**src/include/vfp_pkg.sv**
```systemverilog
package vfp_pkg;
  // register byte offsets on the apb port
  localparam logic [7:0] VFP_OFS_FC3 = 8'h00;
  localparam logic [7:0] VFP_OFS_FC3_MASK = 8'h04;
  localparam logic [7:0] VFP_OFS_CTRL = 8'h08;
  localparam logic [7:0] VFP_OFS_THR = 8'h0C;
  localparam logic [7:0] VFP_OFS_ENABLE = 8'h10;
  localparam logic [7:0] VFP_OFS_STATUS = 8'h14;
  localparam logic [7:0] VFP_OFS_FIELDS = 8'h18;
  // framing_and_compensation_ctrl layout
  localparam int unsigned VFP_FC1_LSB = 8;
  localparam int unsigned VFP_AGD_BIT = 7;
  localparam int unsigned VFP_AFR_BIT = 6;
  localparam int unsigned VFP_ANO_BIT = 5;
  localparam int unsigned VFP_PRE_LSB = 1;
  localparam int unsigned VFP_FULL_BIT = 0;
  // start_level_and_delay_thresholds layout
  localparam int unsigned VFP_STL_LSB = 8;
  localparam int unsigned VFP_MUX_BIT = 6;
  localparam int unsigned VFP_NEG_LSB = 3;
  localparam int unsigned VFP_POS_LSB = 0;
  // enable register layout
  localparam int unsigned VFP_EXT_STL_BIT = 0;
  localparam int unsigned VFP_THR_EN_BIT = 1;
  // reset values, chosen defined although the memory words start unknown
  localparam logic [15:0] VFP_RST_WORD = 16'h0000;
  localparam logic [6:0] VFP_INT_STL_DEF = 7'h20;
  localparam logic [2:0] VFP_THR_OFF = 3'h0;
  localparam logic [31:0] VFP_RD_ZERO = 32'h00000000;

  // one complete set of field parameters
  typedef struct packed {
    logic [15:0] fc3;
    logic [15:0] fc3_mask;
    logic [7:0] fc1;
    logic agd;
    logic afr;
    logic ano;
    logic [3:0] wss_pre;
    logic full;
    logic [6:0] s2_stl;
    logic delay_measure_input_select;
    logic [2:0] gd_neg;
    logic [2:0] gd_pos;
  } vfp_params_t;

  // field fetch sequencer
  typedef enum logic [2:0] {
    VFP_ARMED = 3'b001,
    VFP_LOAD = 3'b010,
    VFP_HOLD = 3'b100
  } vfp_state_t;
endpackage

```
**src/core/vfp_match.sv**
```systemverilog
`timescale 1ns/1ps
module vfp_match
  import vfp_pkg::*;
#(
  parameter int unsigned CODE_W = 16
) (
  input wire logic clk,
  input wire logic rst,
  input wire logic rx_bit,
  input wire logic rx_valid,
  input wire logic [CODE_W-1:0] code_three,
  input wire logic [CODE_W-1:0] code_mask,
  input wire logic [7:0] code_one,
  input wire logic [3:0] precision,
  input wire logic [3:0] edge_hits,
  output logic fc3_hit,
  output logic fc1_hit,
  output logic wss_hit
);
  // received bits, oldest in the top bit
  logic [CODE_W-1:0] shift;

  // shift in at the bottom so bit 15 holds the first received bit
  always_ff @(posedge clk or posedge rst) begin
    if (rst) begin
      shift <= '0;
    end else if (rx_valid) begin
      shift <= {shift[CODE_W-2:0], rx_bit};
    end
  end

  // masked compare of code three, plain compare of code one
  always_ff @(posedge clk or posedge rst) begin
    if (rst) begin
      fc3_hit <= 1'b0;
      fc1_hit <= 1'b0;
    end else begin
      fc3_hit <= ((shift ^ code_three) & code_mask) == '0;
      fc1_hit <= shift[7:0] == code_one;
    end
  end

  // wide-screen code accepted when enough edge samples are exact
  always_ff @(posedge clk or posedge rst) begin
    if (rst) begin
      wss_hit <= 1'b0;
    end else begin
      wss_hit <= edge_hits >= precision;
    end
  end
endmodule // vfp_match

```
**src/core/vfp_top.sv**
```systemverilog
// Notes on behaviour
// - whole parameter set refreshed once per field; the two enable register bits reach the outputs one cycle after their write
// - status captured as one snapshot per field
// - either input's valid sync keeps updates going
// - code three bit 15 is first bit
// - mask bit covers same-position code three bit
// - code one bit 7 is first bit
// - group delay auto compensation follows its flag
// - attenuation auto compensation follows its flag
// - noise auto compensation follows its flag
// - full channel bit switches full channel mode
// - slicer two start level is comparator threshold
// - start level used only when external enabled
// - select chooses raw or compensated measured video
// - negative threshold code zero detects small delay
// - positive threshold code zero detects small delay
// - external enable picks internal or programmed thresholds
// - delay thresholds ignored unless their enable set
//
// The implementer's own choices: the APB slave port and the register addresses.
`timescale 1ns/1ps
module vfp_top
  import vfp_pkg::*;
#(
  parameter logic [6:0] INT_START_LEVEL = VFP_INT_STL_DEF
) (
  input wire logic MCLK,
  input wire logic RST,
  input wire logic PSEL,
  input wire logic PENABLE,
  input wire logic PWRITE,
  input wire logic [7:0] PADDR,
  input wire logic [31:0] PWDATA,
  output logic [31:0] PRDATA,
  output logic PREADY,
  output logic PSLVERR,
  input wire logic VSYNC_ONE,
  input wire logic VSYNC_TWO,
  input wire logic SYNC_OK_ONE,
  input wire logic SYNC_OK_TWO,
  input wire logic [15:0] SLICER_STATUS,
  input wire logic RX_BIT,
  input wire logic RX_BIT_VALID,
  input wire logic [3:0] WSS_EDGE_HITS,
  output logic FIELD_STROBE,
  output logic FC3_HIT,
  output logic FC1_HIT,
  output logic WSS_FC_HIT,
  output logic GROUP_DELAY_COMP_ON,
  output logic ATTEN_COMP_ON,
  output logic NOISE_COMP_ON,
  output logic FULL_CHANNEL_ON,
  output logic USE_EXT_START_LEVEL,
  output logic [6:0] SLICER_TWO_START_LEVEL,
  output logic DELAY_MEASURE_SELECT,
  output logic DELAY_THR_VALID,
  output logic [2:0] NEG_DELAY_THRESHOLD,
  output logic [2:0] POS_DELAY_THRESHOLD
);
  // pass a threshold code only while its enable is set
  function automatic logic [2:0] gate_thr(input logic en, input logic [2:0] code);
    gate_thr = en ? code : VFP_THR_OFF;
  endfunction

  vfp_params_t prog; // software image, written at any time
  vfp_params_t act; // set in force for the current field
  logic ext_stl_en; // external start level enable
  logic thr_en; // delay threshold enable
  logic [15:0] status_snap; // per-field slicer status
  logic [15:0] field_count; // fields fetched since reset
  vfp_state_t state; // fetch sequencer state
  vfp_state_t next_state;
  logic [1:0] vs1_sync, vs2_sync, ok1_sync, ok2_sync; // pin synchronisers
  logic vs_sel_d; // selected vsync, one cycle late
  logic vs_sel; // vsync of the input that has valid timing
  logic field_edge; // start of a field
  logic setup_ph; // apb setup cycle
  logic wr_take; // apb write taking effect
  logic [31:0] rd_word; // read data decode

  // two flops on each vsync and sync ok pin; only the second stage is read below
  always_ff @(posedge MCLK or posedge RST) begin
    if (RST) begin
      vs1_sync <= 2'b00;
      vs2_sync <= 2'b00;
      ok1_sync <= 2'b00;
      ok2_sync <= 2'b00;
    end else begin
      vs1_sync <= {vs1_sync[0], VSYNC_ONE};
      vs2_sync <= {vs2_sync[0], VSYNC_TWO};
      ok1_sync <= {ok1_sync[0], SYNC_OK_ONE};
      ok2_sync <= {ok2_sync[0], SYNC_OK_TWO};
    end
  end

  // input one leads; input two takes over when one has no valid sync
  always_comb begin
    if (ok1_sync[1]) begin
      vs_sel = vs1_sync[1];
    end else if (ok2_sync[1]) begin
      vs_sel = vs2_sync[1];
    end else begin
      vs_sel = 1'b0;
    end
    field_edge = vs_sel & ~vs_sel_d;
  end

  // edge detector on the selected vsync
  always_ff @(posedge MCLK or posedge RST) begin
    if (RST) begin
      vs_sel_d <= 1'b0;
    end else begin
      vs_sel_d <= vs_sel;
    end
  end

  // sequencer: arm, load once, hold until vsync drops
  always_comb begin
    case (state)
      VFP_ARMED: next_state = field_edge ? VFP_LOAD : VFP_ARMED;
      VFP_LOAD: next_state = VFP_HOLD;
      VFP_HOLD: next_state = vs_sel ? VFP_HOLD : VFP_ARMED;
      default: next_state = VFP_ARMED;
    endcase
  end

  // state register
  always_ff @(posedge MCLK or posedge RST) begin
    if (RST) begin
      state <= VFP_ARMED;
    end else begin
      state <= next_state;
    end
  end

  // take the whole set up at the load step only
  always_ff @(posedge MCLK or posedge RST) begin
    if (RST) begin
      act <= '0;
    end else if (state == VFP_LOAD) begin
      act <= prog;
    end
  end

  // status snapshot and field counter, both at the load step
  always_ff @(posedge MCLK or posedge RST) begin
    if (RST) begin
      status_snap <= VFP_RST_WORD;
      field_count <= VFP_RST_WORD;
    end else if (state == VFP_LOAD) begin
      status_snap <= SLICER_STATUS;
      field_count <= field_count + 16'h0001;
    end
  end

  // apb phase decode
  assign setup_ph = PSEL & ~PENABLE;
  assign wr_take = PSEL & PENABLE & PREADY & PWRITE;

  // software writes into the image, never into the active set
  always_ff @(posedge MCLK or posedge RST) begin
    if (RST) begin
      prog <= '0;
      ext_stl_en <= 1'b0;
      thr_en <= 1'b0;
    end else if (wr_take) begin
      case (PADDR)
        VFP_OFS_FC3: prog.fc3 <= PWDATA[15:0];
        VFP_OFS_FC3_MASK: prog.fc3_mask <= PWDATA[15:0];
        VFP_OFS_CTRL: begin
          prog.fc1 <= PWDATA[VFP_FC1_LSB +: 8];
          prog.agd <= PWDATA[VFP_AGD_BIT];
          prog.afr <= PWDATA[VFP_AFR_BIT];
          prog.ano <= PWDATA[VFP_ANO_BIT];
          prog.wss_pre <= PWDATA[VFP_PRE_LSB +: 4];
          prog.full <= PWDATA[VFP_FULL_BIT];
        end
        VFP_OFS_THR: begin
          prog.s2_stl <= PWDATA[VFP_STL_LSB +: 7];
          prog.delay_measure_input_select <= PWDATA[VFP_MUX_BIT];
          prog.gd_neg <= PWDATA[VFP_NEG_LSB +: 3];
          prog.gd_pos <= PWDATA[VFP_POS_LSB +: 3];
        end
        VFP_OFS_ENABLE: begin
          ext_stl_en <= PWDATA[VFP_EXT_STL_BIT];
          thr_en <= PWDATA[VFP_THR_EN_BIT];
        end
        default: begin
        end
      endcase
    end
  end

  // read decode; reserved bits read zero
  always_comb begin
    rd_word = VFP_RD_ZERO;
    case (PADDR)
      VFP_OFS_FC3: rd_word[15:0] = prog.fc3;
      VFP_OFS_FC3_MASK: rd_word[15:0] = prog.fc3_mask;
      VFP_OFS_CTRL: begin
        rd_word[VFP_FC1_LSB +: 8] = prog.fc1;
        rd_word[VFP_AGD_BIT] = prog.agd;
        rd_word[VFP_AFR_BIT] = prog.afr;
        rd_word[VFP_ANO_BIT] = prog.ano;
        rd_word[VFP_PRE_LSB +: 4] = prog.wss_pre;
        rd_word[VFP_FULL_BIT] = prog.full;
      end
      VFP_OFS_THR: begin
        rd_word[VFP_STL_LSB +: 7] = prog.s2_stl;
        rd_word[VFP_MUX_BIT] = prog.delay_measure_input_select;
        rd_word[VFP_NEG_LSB +: 3] = prog.gd_neg;
        rd_word[VFP_POS_LSB +: 3] = prog.gd_pos;
      end
      VFP_OFS_ENABLE: begin
        rd_word[VFP_EXT_STL_BIT] = ext_stl_en;
        rd_word[VFP_THR_EN_BIT] = thr_en;
      end
      VFP_OFS_STATUS: rd_word[15:0] = status_snap;
      VFP_OFS_FIELDS: rd_word[15:0] = field_count;
      default: rd_word = VFP_RD_ZERO;
    endcase
  end

  // zero-wait slave: ready rises with the first access cycle
  always_ff @(posedge MCLK or posedge RST) begin
    if (RST) begin
      PREADY <= 1'b0;
      PRDATA <= VFP_RD_ZERO;
      PSLVERR <= 1'b0;
    end else if (setup_ph) begin
      PREADY <= 1'b1;
      PRDATA <= PWRITE ? VFP_RD_ZERO : rd_word;
      PSLVERR <= (PADDR > VFP_OFS_FIELDS) || (PADDR[1:0] != 2'b00);
    end else begin
      PREADY <= 1'b0;
      PSLVERR <= 1'b0;
    end
  end

  // control outputs from the active set, one flop each
  always_ff @(posedge MCLK or posedge RST) begin
    if (RST) begin
      GROUP_DELAY_COMP_ON <= 1'b0;
      ATTEN_COMP_ON <= 1'b0;
      NOISE_COMP_ON <= 1'b0;
      FULL_CHANNEL_ON <= 1'b0;
      DELAY_MEASURE_SELECT <= 1'b0;
    end else begin
      GROUP_DELAY_COMP_ON <= act.agd;
      ATTEN_COMP_ON <= act.afr;
      NOISE_COMP_ON <= act.ano;
      FULL_CHANNEL_ON <= act.full;
      DELAY_MEASURE_SELECT <= act.delay_measure_input_select;
    end
  end

  // start level: programmed value or the internal default
  always_ff @(posedge MCLK or posedge RST) begin
    if (RST) begin
      USE_EXT_START_LEVEL <= 1'b0;
      SLICER_TWO_START_LEVEL <= INT_START_LEVEL;
    end else begin
      USE_EXT_START_LEVEL <= ext_stl_en;
      SLICER_TWO_START_LEVEL <= ext_stl_en ? act.s2_stl : INT_START_LEVEL;
    end
  end

  // delay thresholds pass through only while enabled; code zero is most sensitive
  always_ff @(posedge MCLK or posedge RST) begin
    if (RST) begin
      DELAY_THR_VALID <= 1'b0;
      NEG_DELAY_THRESHOLD <= VFP_THR_OFF;
      POS_DELAY_THRESHOLD <= VFP_THR_OFF;
    end else begin
      DELAY_THR_VALID <= thr_en;
      NEG_DELAY_THRESHOLD <= gate_thr(thr_en, act.gd_neg);
      POS_DELAY_THRESHOLD <= gate_thr(thr_en, act.gd_pos);
    end
  end

  // field strobe marks the fetch
  always_ff @(posedge MCLK or posedge RST) begin
    if (RST) begin
      FIELD_STROBE <= 1'b0;
    end else begin
      FIELD_STROBE <= state == VFP_LOAD;
    end
  end

  // framing code checks on the active codes
  vfp_match #(
    .CODE_W(16)
  ) u_match (
    .clk(MCLK),
    .rst(RST),
    .rx_bit(RX_BIT),
    .rx_valid(RX_BIT_VALID),
    .code_three(act.fc3),
    .code_mask(act.fc3_mask),
    .code_one(act.fc1),
    .precision(act.wss_pre),
    .edge_hits(WSS_EDGE_HITS),
    .fc3_hit(FC3_HIT),
    .fc1_hit(FC1_HIT),
    .wss_hit(WSS_FC_HIT)
  );
endmodule // vfp_top

```
**config.mk**
```make
export PLATFORM = sky130hd
export DESIGN_NAME = vfp_top
export DESIGN_NICKNAME = d
export VERILOG_FILES = /design/src/include/vfp_pkg.sv /design/src/core/vfp_match.sv /design/src/core/vfp_top.sv
export SDC_FILE = /design/constraint.sdc
export NUM_CORES = 1
export LEC_CHECK = 0
export ABC_AREA = 0
export ABC_CLOCK_PERIOD_IN_PS = 13200
export BUFFER_PORTS_ARGS = -buffer_cell sky130_fd_sc_hd__buf_2
export CORE_ASPECT_RATIO = 0.75
export CORE_MARGIN = 1
export CORE_UTILIZATION = 50
export CTS_CLUSTER_DIAMETER = 60
export DETAILED_ROUTE_END_ITERATION = 16
export PLACE_DENSITY_LB_ADDON = 0.15
export SLEW_MARGIN = 40
export SYNTH_ARGS = -nofsm -noshare
export SYNTH_HDL_FRONTEND = slang
export SYNTH_SLANG_ARGS = --single-unit
```
**constraint.sdc**
```tcl
create_clock -name MCLK -period 13.2 [get_ports MCLK]
set_clock_uncertainty 0.05 [all_clocks]
set_input_delay 1.32 -clock MCLK [delete_from_list [all_inputs] [get_ports MCLK]]
set_output_delay 1.32 -clock MCLK [all_outputs]
set_load 0.02 [all_outputs]
```
Word level (Yosys, flattened, before mapping)
Index checks and enable logic that the tools add are counted.
- $add $sub $neg: 1
- multiply operators: 0
- div/mod/pow operators: 0
- order comparisons: 2
- equality and inequality tests: 10
- shifts and indexed selects: 0
- multiplexer cells: 16
- bitwise logic cells: 9
- reductions and logical operators: 9
- operators with widths (kind ; number):
    7-bit one-hot mux with 6 select lines ; 1
    5-bit one-hot mux with 6 select lines ; 1
    8-bit by 5-bit == test with 1-bit output (second input constant) ; 3
    16-bit by 1-bit adder with 16-bit output (second input constant) ; 1
    16-bit bitwise AND ; 1
    8-bit by 4-bit == test with 1-bit output (second input constant) ; 2
    16-bit logical NOT ; 1
    16-bit two-way mux ; 1
    16-bit bitwise XOR ; 1
    2-bit one-hot mux with 7 select lines ; 1
    1-bit one-hot mux with 5 select lines ; 2
    2-bit AND reduction ; 5
    3-bit two-way mux ; 3
    3-bit one-hot mux with 3 select lines ; 1
    8-bit by 3-bit == test with 1-bit output (second input constant) ; 1
    8-bit == test ; 1
    8-bit by 5-bit > comparator with 1-bit output (second input constant) ; 1
    8-bit logical NOT ; 1
    7-bit two-way mux ; 1
    1-bit bitwise AND ; 5
    4-bit >= comparator ; 1
    1-bit two-way mux ; 4
    3-bit by 1-bit == test with 1-bit output (second input constant) ; 1
    3-bit by 2-bit == test with 1-bit output (second input constant) ; 1
    5 further kinds ; 6
- bits in registers: 244
- latch bits: 0
- RAM bits: 0
- bits in read-only memories: 0
- input bits: 71
- memories: 0

Depth between registers and ports, before layout
- depth in word-level cells: 5
- gate-level depth with buffers: 7
- gate-level depth less buffers: 6

By module
From an unflattened synthesis, not the netlist that was laid out.
- cell total of the unflattened synthesis: 728
- area total of the unflattened synthesis: 9914.5 µm²
- modules (own cells, without submodules) (module ; instances ; cells an instance ; area each (µm²)):
    vfp_top ; 1 ; 640 ; 8836.0
    vfp_match ; 1 ; 88 ; 1078.5

Worst setup path after synthesis
No wires, ideal clock.
- path kind: input to register
- from: input PADDR[6]
- to: register prog[0] in the netlist's numbering
- setup time: 0.127 ns
- data arrival time: 2.752 ns
- path slack: 10.271 ns
- stages: 6
- path through: or3_4 nor3_4 and4_1 buf_4 buf_6 mux2_1
- cells in the longest elaborated chain, start to end: 2
- RTL lines (what ; RTL line ; RTL):
    start: declaration ; vfp_top.sv:32 ; input wire logic [7:0] PADDR,
    8-bit by 4-bit == test with 1-bit output ; vfp_top.sv:167 ; case (PADDR)
    2-bit AND reduction (no source line) ; n/a ;
    end: declaration ; vfp_top.sv:65 ; vfp_params_t prog;
Every way passes these cells.
A chain may end at the register's enable or synchronous reset.

Worst setup path after layout
- from: input PADDR[3]
- to: register prog[17] in the netlist's numbering
Same word-level chain as after synthesis.

==> results.md <==
* Maximum vdd ir drop at 0.000104 V
* Initial DRC Count at 365
* CP Max Fanout at 27
* Postcts setup bufs at 0
* Cells after Synth at 675
* CP Launch Type: input port
* Ys async rst share at 100%
* Crit path cell chain: buf_2, nor2b_1, nand4_2, mux2_2
* Pwr/cell area at 143 nW/µm²
* Total grt overflow at 0
* Slowest stage delay, CP at 0.68 ns
* Mapped Area at 9630 µm²
* Via count at 5749
* Main synth FF type: dfrtp_1
* WL/cell at between 20 and 25 µm
* Hold Crit Class: reg2reg
* Slowest CP cell: nand4_2
* Final hold vios at 0
* CTS Buffer Depth at 3
* Residual DRC at 0
* Final Hold Slack at ~0.3 ns
* Die Width at 162 µm
* Max Freq at 322 MHz
* Core Footprint at 18700 µm²
* CTS tree: built
* Inserted Clock Buffers at 23
* Share of cells above drive strength 1 at 40.9%
* RSZ-0062 raised after global routing: no
* Yosys top cell by area: dfrtp_1
* Die area at 19800 µm²
* Gp weighted congestion at 0.798
* Worst Path Arrival at 3.45 ns
* Rows at 43
* Post-cts resize count at 0
* Setup violations, final at 0
* Multi-input logic area at 3660 µm²
* Critical path endpoint category: flop
* Die span in y at ~120 µm
* WP data required at 13.54 ns
* Max_slew headroom at 44.6%
* Status: complete, no violations
* Synthesized area per cell at 14.3 µm²
* Fin cells at 1031
* Max cap viols at 0
* Fill cells at 1486
* Post-synth top area share at 58.8%
* Post-CTS Hold Buffers at 0
* Main combinational cell family by area after synthesis: multiplexers
* EDFF count, synth at 0
* Final Critical Period at roughly 3.1 ns
* Root Buffer: clkbuf_16
* Final TNS setup at 0 ns
* Mux share of post-synthesis cell area at about 22%
* Sink Count at between 200 and 250
* #FFs+latches synth at ~230
* I/O pin count at roughly 130
* ANT nets after route at 0
* Hpwl dp at 13.8 mm
* Slew Viols, Final at 0
* Final wirelength at 20.6 mm
* Antenna violations before repair at 0
* Top cells by area, synth: dfrtp_1 (59%), mux2_2 (17%), mux4_2 (2.8%)
* Worst slew pin tran at ~0.83 ns
* Clock Latency Late Sink at 0.51 ns
* Via count of the first global-routing pass at 6084
* Vias/cell at 5.58
* Sequential area share after synthesis at 59.3%
* Post-layout net count at 844
* Final worst path period share at 23.6%
* Number of distinct library cells after synthesis at 52
* Storage cell area at 5710 µm²
* Simple-gate portion of the synthesized area at 5.86%
* Leakage at 5.59 nW
* Compound-cell area share of the yosys netlist at under 10%
* Clock slew at reported path FFs at 0.06 ns
* Htree depth at 1
* Port Buffers at between 90 and 100
* Xor-xnor portion of the synthesized cell area at 3.55%
* Synth warn at 0
* Crit path kind: in2reg
* Area Overhead vs Synth at 14.5%
* Placed insts at ~1000
* DR pass1 iterations at 5
* Largest net degree at the start of global routing at 84
* Initial Util at between 50% and 60%
* First-pass GRT wire length at ~34 mm
* GRT Util Overall at 22.1%
* Post-synthesis adder-cell area fraction at less than 1%
flip-flops by register name, indices dropped and copies added (netlist names), 2 cells and up:
register	cells
act	62
POS_DELAY_THRESHOLD	3
ok2_sync	2
prog	62
SLICER_TWO_START_LEVEL	7
state	3
u_match.shift	16
field_count	16
status_snap	16
vs2_sync	2
ok1_sync	2
PRDATA	16
vs1_sync	2
NEG_DELAY_THRESHOLD	3
layout make-up:
type / instances / area share (%)
Sequential cell: 228 / 51.8
Multi-Input combinational cell: 402 / 33.2
Clock buffer: 30 / 5.91
Timing Repair Buffer: 103 / 4.90
Tap cell: 247 / 2.80
Clock inverter: 10 / 0.942
Inverter: 10 / 0.409
Antenna cell: 1 / 0.0227
cells in the mapped netlist (3+ instances only):
cell type,n
a21oi_1,6
a31oi_1,4
mux2_1,10
buf_2,13
a22o_1,9
nand4_1,8
nor3_1,7
nor2b_1,3
clkbuf_1,13
nand3_1,9
mux2_2,149
mux2i_1,3
and2_1,12
xor2_1,26
a21o_1,13
buf_4,20
inv_1,10
o21ai_0,5
nand2_1,15
a211oi_1,9
xnor2_1,13
dfrtp_1,226
nand2b_1,3
mux4_2,12
ha_1,5
a22oi_1,18
nor2_1,18
buf_1,3
and4_1,3
per-layer routing:
metal,up-vias,share of wire [%],global-route usage (%)
li1,2569,-,-
met1,2988,48,32.6
met2,174,46,34.6
met3,18,4.9,3.61
met4,0,1.5,4.78
met5,-,0,0
final timing paths:
path,startpoint,to,slack [ns],cells after the start
worst max-delay path,PADDR[3],prog[17],10.09,4
worst min-delay path,ok1_sync[0],ok1_sync[1],0.30,0
worst max register to register,state[2],field_count[10],10.92,5
worst min register to register,ok1_sync[0],ok1_sync[1],0.30,0
max in group asynchronous,RST,prog[25],10.62,4
min in group asynchronous,RST,FIELD_STROBE,0.83,2
stage by stage:
step           utilization, %  power (W)  instance area, µm²  setup slack [ns]
2_1_floorplan               -   0.000899                9680              5.59
3_3_place_gp             54.9   0.000936               10300              9.45
3_5_place_dp             55.0   0.000942               10300              9.55
4_1_cts                  59.0    0.00159               11000             10.06
5_1_grt                  59.0    0.00164               11000              9.98
6_report                 59.1    0.00158               11000             10.09
where the power goes:
| part | switching [W] | leakage, nW | total (W) | internal [W] |
|---|---|---|---|---|
| Clock | 0.000263 | 0.382 | 0.000649 | 0.000386 |
| Combinational | 0.0000659 | 2.12 | 0.000134 | 0.0000678 |
| Sequential | 0.0000434 | 3.08 | 0.000795 | 0.000751 |
| Total | 0.000372 | 5.59 | 0.00158 | 0.00120 |
layout by cell type, fill, tap and decap left out, drive strengths merged, types with 2 or more instances in the layout:
master   Yosys  final
buf         37    103
bufinv       0      2
mux4        12     12
a21o        13     13
clkbuf      13     30
inv         10     11
conb         1     16
dfrtp      226    226
nor3         8      8
and3         2      2
nor2        18     18
clkinv       0      7
and4         3      3
nand3        9      9
xor2        26     26
nand2       15     15
nand2b       3      3
a31oi        4      4
nor3b        4      4
mux2i        3      3
or2          2      2
and2        12     12
a211oi       9      9
mux2       159    159
a22o         9      9
ha           5      5
o2bb2ai      2      2
xnor2       13     13
o21ai        5      5
nand4       10     10
dfstp        2      2
a21oi        6      6
or3          2      2
nor2b        3      3
a22oi       18     18
cell families after synthesis:
logic type      after synthesis
other cells                   1
mux                         174
flops                       228
xor+xnor                     39
fa+ha+maj                     5
simple gates                 96
compound gates               72
buf+inv                      60
worst max-delay path, delay by kind of cell:
family                 cells  cell delay [ns]
AND/OR/NAND/NOR            2             0.97
buffers and inverters      1             0.60
multiplexers               1             0.54
(Power assumes the default switching activity.)
